===== src/design/sync_serial_pkg.sv =====
// Constants, field layouts and state encodings for the synchronous serial port with RAM burst
package sync_serial_pkg;

    // ------------------------------------------------------------------
    // Register map
    // ------------------------------------------------------------------
    localparam logic [15:0] SERIAL_CONTROL_ADDR = 16'hfe30;
    localparam logic [15:0] SERIAL_SHIFT_BUFFER_ADDR = 16'hfe31;
    localparam logic [15:0] BAUD_DIVISOR_ADDR = 16'hfe32;
    localparam logic [15:0] BURST_BIT_LENGTH_ADDR = 16'hfe33;
    localparam logic [15:0] BURST_SUSPEND_AND_COUNT_ADDR = 16'hfe37;
    localparam logic [15:0] RAM_BASE_ADDR = 16'h01c0;

    // ------------------------------------------------------------------
    // Reset values
    // ------------------------------------------------------------------
    localparam logic [7:0] SERIAL_CONTROL_RESET = 8'h00;
    localparam logic [7:0] SERIAL_SHIFT_BUFFER_RESET = 8'h00;
    localparam logic [7:0] BAUD_DIVISOR_RESET = 8'h00;
    localparam logic [7:0] BURST_BIT_LENGTH_RESET = 8'h00;

    // ------------------------------------------------------------------
    // Field positions and counts
    // ------------------------------------------------------------------
    localparam int SUSPEND_BIT = 7;
    localparam int SPARE_HI_BIT = 6;
    localparam int SPARE_LO_BIT = 5;
    localparam int BYTE_COUNT_WIDTH = 5;
    localparam int BITS_PER_BYTE = 8;
    localparam logic [2:0] LAST_BIT_OF_BYTE = 3'h7;
    localparam logic [8:0] SINGLE_MODE_BITS = 9'h008;
    // Clocks per 2/3 Tcyc unit; half a serial period is (divisor + 1) clocks
    localparam int CLK_PER_BAUD_UNIT = 2;

    typedef struct packed {
        logic ram_bank_select;
        logic ram_write_back_enable;
        logic run_flag;
        logic burst_mode_select;
        logic msb_first_select;
        logic overrun_flag;
        logic transfer_end_flag;
        logic interrupt_enable;
    } serial_control_t;

    typedef struct packed {
        logic sck_out;
        logic sck_oe;
        logic data_out;
        logic data_io_o;
        logic data_io_oe;
    } serial_pins_t;

    typedef enum logic [1:0] {
        ST_IDLE = 2'h0,
        ST_XCHG = 2'h1,
        ST_SHIFT = 2'h3,
        ST_HOLD = 2'h2
    } serial_state_t;

endpackage : sync_serial_pkg


===== src/design/sync_serial_with_ram_burst.sv =====
// Synchronous serial port with single-byte and RAM burst modes
//
// The address-and-strobe port is this design's own decision.
`timescale 1ns/100ps
`default_nettype none
module sync_serial_with_ram_burst #(
    parameter int BANK_WORDS = 32
) (
    input wire logic clk,
    input wire logic reset,
    input wire logic [15:0] addr,
    input wire logic [7:0] wdata,
    input wire logic wr,
    input wire logic rd,
    output logic [7:0] rdata,
    input wire logic ext_clock_select,
    input wire logic two_wire_select,
    input wire logic halt_request,
    input wire logic sck_in,
    output logic sck_out,
    output logic sck_oe,
    output logic data_out,
    input wire logic data_io_i,
    output logic data_io_o,
    output logic data_io_oe,
    output logic irq
);

    localparam int PW = $clog2(BANK_WORDS);
    localparam int RAM_WORDS = 2 * BANK_WORDS;

    // ------------------------------------------------------------------
    // Elaboration checks
    // ------------------------------------------------------------------
    if (BANK_WORDS < 2 || BANK_WORDS != (1 << PW) || BANK_WORDS > 128) begin : g_bad_bank
        $error("BANK_WORDS must be a power of two from 2 to 128");
    end
    if (sync_serial_pkg::CLK_PER_BAUD_UNIT != 2) begin : g_bad_unit
        $error("Baud divider assumes two clocks per baud unit");
    end

    typedef struct packed {
        sync_serial_pkg::serial_state_t state;
        sync_serial_pkg::serial_control_t ctl;
        logic [7:0] sr;
        logic [7:0] baud;
        logic [7:0] len;
        logic suspend;
        logic [1:0] spare;
        logic [sync_serial_pkg::BYTE_COUNT_WIDTH-1:0] byte_count;
        logic [PW-1:0] ptr;
        logic [2:0] bit_idx;
        logic [8:0] bits_left;
        logic [7:0] div_cnt;
        logic sck_meta;
        logic sck_sync;
        logic sck_prev;
        logic din_meta;
        logic din_sync;
        sync_serial_pkg::serial_pins_t pins;
        logic [7:0] rdata;
        logic irq;
        logic [RAM_WORDS-1:0][7:0] ram;
    } core_t;

    core_t q;
    core_t next_q;
    logic ext_fall;
    logic ext_rise;
    logic int_toggle;
    logic fall;
    logic rise;
    logic start;
    logic out_bit;
    logic [PW:0] ram_addr;
    logic [15:0] cpu_off;
    logic cpu_ram_hit;

    // ------------------------------------------------------------------
    // Edge detection and address helpers
    // ------------------------------------------------------------------
    always_comb begin
        ext_fall = ext_clock_select && q.sck_prev && !q.sck_sync;
        ext_rise = ext_clock_select && !q.sck_prev && q.sck_sync;
        int_toggle = !ext_clock_select && (q.state == sync_serial_pkg::ST_SHIFT)
            && (q.div_cnt == q.baud);
        fall = ext_clock_select ? ext_fall : (int_toggle && q.pins.sck_out);
        rise = ext_clock_select ? ext_rise : (int_toggle && !q.pins.sck_out);
        out_bit = q.ctl.msb_first_select ? q.sr[7] : q.sr[0];
        ram_addr = {q.ctl.ram_bank_select, q.ptr};
        cpu_off = addr - sync_serial_pkg::RAM_BASE_ADDR;
        cpu_ram_hit = (addr >= sync_serial_pkg::RAM_BASE_ADDR)
            && (cpu_off < 16'(RAM_WORDS));
        start = wr && (addr == sync_serial_pkg::SERIAL_CONTROL_ADDR)
            && wdata[5] && !q.ctl.run_flag && (q.state == sync_serial_pkg::ST_IDLE);
    end

    // ------------------------------------------------------------------
    // Next state
    // ------------------------------------------------------------------
    always_comb begin
        next_q = q;
        next_q.rdata = 8'h00;
        next_q.sck_meta = sck_in;
        next_q.sck_sync = q.sck_meta;
        next_q.sck_prev = q.sck_sync;
        next_q.din_meta = data_io_i;
        next_q.din_sync = q.din_meta;

        // Register writes
        if (wr) begin
            case (addr)
                sync_serial_pkg::SERIAL_CONTROL_ADDR: begin
                    next_q.ctl = sync_serial_pkg::serial_control_t'(wdata);
                end
                sync_serial_pkg::SERIAL_SHIFT_BUFFER_ADDR: begin
                    next_q.sr = wdata;
                end
                sync_serial_pkg::BAUD_DIVISOR_ADDR: begin
                    next_q.baud = wdata;
                end
                sync_serial_pkg::BURST_BIT_LENGTH_ADDR: begin
                    next_q.len = wdata;
                end
                sync_serial_pkg::BURST_SUSPEND_AND_COUNT_ADDR: begin
                    next_q.suspend = wdata[sync_serial_pkg::SUSPEND_BIT];
                    next_q.spare = {wdata[sync_serial_pkg::SPARE_HI_BIT],
                        wdata[sync_serial_pkg::SPARE_LO_BIT]};
                end
                default: begin
                    if (cpu_ram_hit) begin
                        next_q.ram[cpu_off[PW:0]] = wdata;
                    end
                end
            endcase
        end

        // Register reads, data in the following cycle only
        if (rd) begin
            case (addr)
                sync_serial_pkg::SERIAL_CONTROL_ADDR: begin
                    next_q.rdata = q.ctl;
                end
                sync_serial_pkg::SERIAL_SHIFT_BUFFER_ADDR: begin
                    next_q.rdata = q.sr;
                end
                sync_serial_pkg::BAUD_DIVISOR_ADDR: begin
                    next_q.rdata = q.baud;
                end
                sync_serial_pkg::BURST_BIT_LENGTH_ADDR: begin
                    next_q.rdata = q.len;
                end
                sync_serial_pkg::BURST_SUSPEND_AND_COUNT_ADDR: begin
                    next_q.rdata = {q.suspend, q.spare, q.byte_count};
                end
                default: begin
                    if (cpu_ram_hit) begin
                        next_q.rdata = q.ram[cpu_off[PW:0]];
                    end
                end
            endcase
        end

        // Baud divider, idle level high
        if (q.state == sync_serial_pkg::ST_SHIFT && !ext_clock_select) begin
            if (q.div_cnt == q.baud) begin
                next_q.div_cnt = 8'h00;
                next_q.pins.sck_out = !q.pins.sck_out;
            end else begin
                next_q.div_cnt = q.div_cnt + 8'h01;
            end
        end else begin
            next_q.div_cnt = 8'h00;
            next_q.pins.sck_out = 1'b1;
        end
        next_q.pins.sck_oe = !ext_clock_select;
        next_q.pins.data_io_o = 1'b0;

        // Hardware set wins over a software clear
        if (fall && !q.ctl.run_flag) begin
            next_q.ctl.overrun_flag = 1'b1;
        end
        if (fall && (q.state == sync_serial_pkg::ST_XCHG || q.state == sync_serial_pkg::ST_HOLD)) begin
            next_q.ctl.overrun_flag = 1'b1;
        end

        // Transfer sequencer
        case (q.state)
            sync_serial_pkg::ST_IDLE: begin
                if (start) begin
                    next_q.byte_count = '0;
                    next_q.ptr = '0;
                    next_q.bit_idx = 3'h0;
                    if (wdata[4]) begin
                        next_q.bits_left = {1'b0, q.len} + 9'h001;
                        next_q.state = sync_serial_pkg::ST_XCHG;
                    end else begin
                        next_q.bits_left = sync_serial_pkg::SINGLE_MODE_BITS;
                        next_q.state = sync_serial_pkg::ST_SHIFT;
                    end
                end
            end
            sync_serial_pkg::ST_XCHG: begin
                if (q.ctl.ram_write_back_enable) begin
                    next_q.ram[ram_addr] = q.sr;
                end
                next_q.sr = q.ram[ram_addr];
                next_q.ptr = q.ptr + 1'b1;
                next_q.state = sync_serial_pkg::ST_SHIFT;
            end
            sync_serial_pkg::ST_SHIFT: begin
                if (fall) begin
                    next_q.pins.data_out = out_bit;
                    next_q.pins.data_io_oe = two_wire_select && !out_bit;
                end
                if (rise) begin
                    if (q.ctl.msb_first_select) begin
                        next_q.sr = {q.sr[6:0], q.din_sync};
                    end else begin
                        next_q.sr = {q.din_sync, q.sr[7:1]};
                    end
                    next_q.bit_idx = q.bit_idx + 3'h1;
                    next_q.bits_left = q.bits_left - 9'h001;
                    if (q.ctl.burst_mode_select && q.bit_idx == sync_serial_pkg::LAST_BIT_OF_BYTE) begin
                        next_q.byte_count = q.byte_count + 1'b1;
                    end
                    if (q.bits_left == 9'h001) begin
                        next_q.ctl.run_flag = 1'b0;
                        next_q.ctl.burst_mode_select = 1'b0;
                        next_q.ctl.transfer_end_flag = 1'b1;
                        next_q.state = sync_serial_pkg::ST_IDLE;
                    end else if (q.ctl.burst_mode_select
                        && q.bit_idx == sync_serial_pkg::LAST_BIT_OF_BYTE) begin
                        if (next_q.suspend || halt_request) begin
                            next_q.state = sync_serial_pkg::ST_HOLD;
                        end else begin
                            next_q.state = sync_serial_pkg::ST_XCHG;
                        end
                    end
                end
            end
            sync_serial_pkg::ST_HOLD: begin
                if (!q.suspend && !halt_request) begin
                    next_q.state = sync_serial_pkg::ST_XCHG;
                end
            end
            default: begin
                next_q.state = sync_serial_pkg::ST_IDLE;
            end
        endcase

        // Software clearing the run flag aborts a transfer
        if (!next_q.ctl.run_flag) begin
            next_q.state = sync_serial_pkg::ST_IDLE;
        end
        if (next_q.state == sync_serial_pkg::ST_IDLE) begin
            next_q.pins.data_io_oe = 1'b0;
        end

        next_q.irq = next_q.ctl.interrupt_enable && next_q.ctl.transfer_end_flag;
    end

    // ------------------------------------------------------------------
    // State register
    // ------------------------------------------------------------------
    always_ff @(posedge clk or posedge reset) begin
        if (reset) begin
            q <= '0;
            q.state <= sync_serial_pkg::ST_IDLE;
            q.ctl <= sync_serial_pkg::SERIAL_CONTROL_RESET;
            q.sr <= sync_serial_pkg::SERIAL_SHIFT_BUFFER_RESET;
            q.baud <= sync_serial_pkg::BAUD_DIVISOR_RESET;
            q.len <= sync_serial_pkg::BURST_BIT_LENGTH_RESET;
            q.sck_meta <= 1'b1;
            q.sck_sync <= 1'b1;
            q.sck_prev <= 1'b1;
            q.pins.sck_out <= 1'b1;
            q.pins.sck_oe <= 1'b0;
        end else begin
            q <= next_q;
        end
    end

    assign rdata = q.rdata;
    assign sck_out = q.pins.sck_out;
    assign sck_oe = q.pins.sck_oe;
    assign data_out = q.pins.data_out;
    assign data_io_o = q.pins.data_io_o;
    assign data_io_oe = q.pins.data_io_oe;
    assign irq = q.irq;
endmodule : sync_serial_with_ram_burst
`default_nettype wire


===== config.mk =====
export PLATFORM = sky130hd
export DESIGN_NAME = sync_serial_with_ram_burst
export DESIGN_NICKNAME = d
export VERILOG_FILES = /design/src/design/sync_serial_pkg.sv /design/src/design/sync_serial_with_ram_burst.sv
export SDC_FILE = /design/constraint.sdc
export NUM_CORES = 2
export LEC_CHECK = 0
export BUFFER_PORTS_ARGS = -buffer_cell sky130_fd_sc_hd__buf_2
export CAP_MARGIN = 20
export CORE_MARGIN = 1.5
export CORE_UTILIZATION = 35
export CTS_CLUSTER_SIZE = 30
export DETAILED_ROUTE_END_ITERATION = 8
export PLACE_DENSITY = 0.5
export REMOVE_ABC_BUFFERS = 1
export SETUP_SLACK_MARGIN = 0.3
export SLEW_MARGIN = 20
export SYNTH_ARGS = -nofsm -noshare
export SYNTH_HDL_FRONTEND = slang
export SYNTH_SLANG_ARGS = --single-unit

===== constraint.sdc =====
create_clock -name clk -period 46.8 [get_ports clk]
set_input_delay 2.34 -clock clk [delete_from_list [all_inputs] [get_ports clk]]
set_output_delay 2.34 -clock clk [all_outputs]
set_load 0.01 [all_outputs]

==> key figures <==
Placed design
  • GP Congestion: 1.054
  • IO Port Bufs: 45
  • Dpl hpwl: 101.2 mm
  • Placed cell count: approximately 4900
  • Pre-CTS setup slack: 40.43 ns

Job
  • Max_cap viols: 0

Clock tree
  • Hold_buf cts: 0
  • Clk slew on worst S/H paths: around 0.060 ns
  • Htree depth: 3
  • Clock sink count: 597
  • Num CTS Buffers: 72
  • TritonCTS clock tree: done
  • # resized after CTS: 0
  • Clk_lat worst skew: 0.66 ns
  • Worst-case clock buffer depth: 3
  • Clock root buffer master: clkbuf_16
  • Post-CTS setup buffers: 0

Setup path
  • Crit-path cells: buf_2, buf_4, or3b_2, buf_4, o22ai_1, o41ai_1, o21ai_0, a22o_1, a2111oi_0, a21o_1
  • Most frequent cell on the critical path: buf_4
  • CP Capture Type: flip-flop
  • Critical Path Fanout Max: 38
  • Max stage delay cell, worst path: or3b_2
  • Slowest stage delay, CP: 0.68 ns
  • CP required: 47.39 ns
  • Arrival @ worst endpoint: 6.51 ns
  • Crit Path Category: input port to flip-flop
  • Setup crit start kind: input port

Synthesis
  • Mux cell area share after synthesis: around 17%
  • Yosys cell types: 74
  • Main combinational cell family by area after synthesis: compound AO/OA/AOI/OAI gates
  • Number of synthesized flops with an enable pin: 0
  • Register area share after synthesis: 42.71%
  • FFs w/ async S/R, synth: 100.0%
  • FF+latch count, synth: 597
  • XOR/XNOR Fraction of Synth Area: 0.5757%
  • Dominant synthesized flop cell: dfrtp_1
  • Synth Area in Adders: less than 1%
  • Post-Synth Simple-Gate Area: 12.86%
  • Synth Warn #: 0
  • Syn_area_per_cell: roughly 9.1 µm²
  • Synth Area in Compound Gates: 22.01%
  • Cell area after synthesis: ~35000 µm²
  • Synth Instances: approximately 3900

Final layout
  • Share of layout cells above drive strength 1: 9.797%
  • Non-filler cells, final: 5027
  • Area growth syn-to-layout: 10.51%
  • Nets: 3723

Run status
  • Failing checks: design-rule violations
  • Status: finished with violations

STA
  • Final Slew Violations: 0
  • Setup ws final: 40.89 ns
  • Final setup skew: about 0.044 ns
  • RSZ-0062 raised after global routing: false
  • Final hold vios: 0
  • Worst hold margin: 0.3551 ns
  • Post-layout minimum cycle time: 5.910 ns
  • Post-route clock period utilization: between 10% and 20%
  • Final setup viols: 0
  • Setup TNS: 0 ns
  • Slew @ Worst Pin: 1.280 ns
  • Slew HR: 13.87%
  • Fmax: 169.2 MHz

Global routing
  • Vias in the first global route: between 30000 and 40000
  • Antenna violations before repair: 11
  • First-pass GRT wire length: 231.5 mm
  • Gr ovfl total: 0
  • Largest net degree at the start of global routing: 101
  • GRT Overall Usage: between 30% and 40%

Floorplan
  • Core Area: between 90000 and 100000 µm²
  • I/O pins: 47
  • Rows: ~120
  • Die width: 319.2 µm
  • Die area: between 100000 and 150000 µm²
  • Starting Density: 35.45%
  • Die height: 319.2 µm

Pwr
  • Tot Pwr: around 0.0012 W
  • IR drop worst, VDD: about 0.000023 V
  • Leakage: 15.36 nW
  • PwrDens: 30.87 nW/µm²

Routing
  • Number of DRC markers in iteration 0: 5088
  • Detailed Route WL: 161.5 mm
  • Antenna Nets Post-Route: 0
  • Post-route DRC: 1
  • WL per Instance: 32.13 µm
  • Via density: about 6.5
  • 1st-pass router iterations: 9
  • Vias: 32720

Worst hold path
  • Hold WC Path Type: flip-flop to flip-flop
==> cells by family after synthesis <==
group | after synthesis
muxes | 593
DFF | 597
buffers and inverters | 379
AOI/OAI and AO/OA | 1234
adders and majority gates | 12
xor gates and xnor gates | 23
and+or+nand+nor | 1011
other | 1
==> per-stage QoR <==
step / util [%] / instance area, µm²
2_1_floorplan: - / 33580
3_3_place_gp: 36.53 / 36060
3_5_place_dp: 36.53 / 36060
4_1_cts: 39.16 / 38650
5_1_grt: 39.16 / 38660
6_report: 39.17 / 38670
==> cells in the final DEF, fill, tap and decap left out, types with 21 or more instances in the layout <==
cell / instances
nand4_1: 40
clkbuf_16: 73
o221ai_1: 21
buf_2: 42
mux2_2: 38
nor4_1: 26
a221oi_1: 32
a31oi_1: 27
nor2_1: 521
a22oi_1: 216
a21oi_1: 495
dfrtp_1: 585
buf_4: 75
nor2_2: 35
nand3_1: 35
nor3_1: 32
o21ai_0: 97
o22ai_1: 191
a22o_1: 34
nand2_1: 221
mux2i_1: 552
==> registers in the layout, summed over array words and instances (netlist names) <==
register and flops:
sck_out 1, data_io_oe 1, irq 1, q 581, next_q 3, rdata 8, data_out 1, sck_oe 1
==> critical path: cells and delay by family <==
family                 cells  cell delay [ns]
buffers and inverters      3             1.57
AND/OR/NAND/NOR            1             0.68
AO/OA/AOI/OAI              6             1.85
==> report_power, final <==
group          switching, W  internal, W
combinational     0.0000453   0.00000822
clock              0.000249     0.000375
sequential      0.000000368     0.000517
total              0.000294     0.000900
==> synthesized netlist by cell type (21+ instances only) <==
master / number / area [µm²]
mux2_2: 38 / 427.9
a22oi_1: 216 / 1622
o22ai_1: 191 / 1195
o221ai_1: 21 / 183.9
buf_1: 50 / 187.7
a31oi_1: 27 / 168.9
mux2i_1: 552 / 5525
a21oi_1: 495 / 2477
nor2_2: 34 / 212.7
nand4_1: 40 / 250.2
nor2_1: 522 / 1959
dfrtp_1: 593 / 14840
a221oi_1: 32 / 280.3
a22o_1: 34 / 297.8
nor4_1: 27 / 168.9
clkbuf_1: 292 / 1096
nand2_1: 221 / 829.6
nor3_1: 33 / 165.2
o21ai_0: 97 / 485.5
nand3_1: 36 / 180.2
==> area by class of cell <==
type | instances | area (µm²)
antenna | 4 | 10.01
clock buffer | 99 | 2085
clock inverter | 33 | 504.2
fill | 9895 | 60040
inverter | 16 | 67.56
multi-input combinational | 2874 | 18660
sequential | 597 | 14950
tap | 1287 | 1610
timing repair buffer | 117 | 773.2
==> metal layers <==
| metal | track usage [%] | share of wire, % | up-vias |
|---|---|---|---|
| met2 | 43.78 | 42 | 2296 |
| li1 | - | - | 13880 |
| met3 | 8.236 | 11 | 508 |
| met5 | 0 | 0.060 | - |
| met4 | 16.26 | 5.9 | 14 |
| met1 | 42.80 | 42 | 16030 |
==> path summary, 6_finish.rpt <==
path                                  start        to  slack, ns  cells after the start
min in group asynchronous             reset     q[86]       1.79                      2
worst max register to register       q[553]    q[453]      42.48                      7
worst min-delay path            next_q[526]    q[526]       0.36                      0
worst min register to register  next_q[526]    q[526]       0.36                      0
max in group asynchronous             reset     q[24]      41.34                      6
worst max-delay path                addr[1]  rdata[2]      40.89                     10
No activity file was read; power rests on OpenSTA's default activity.
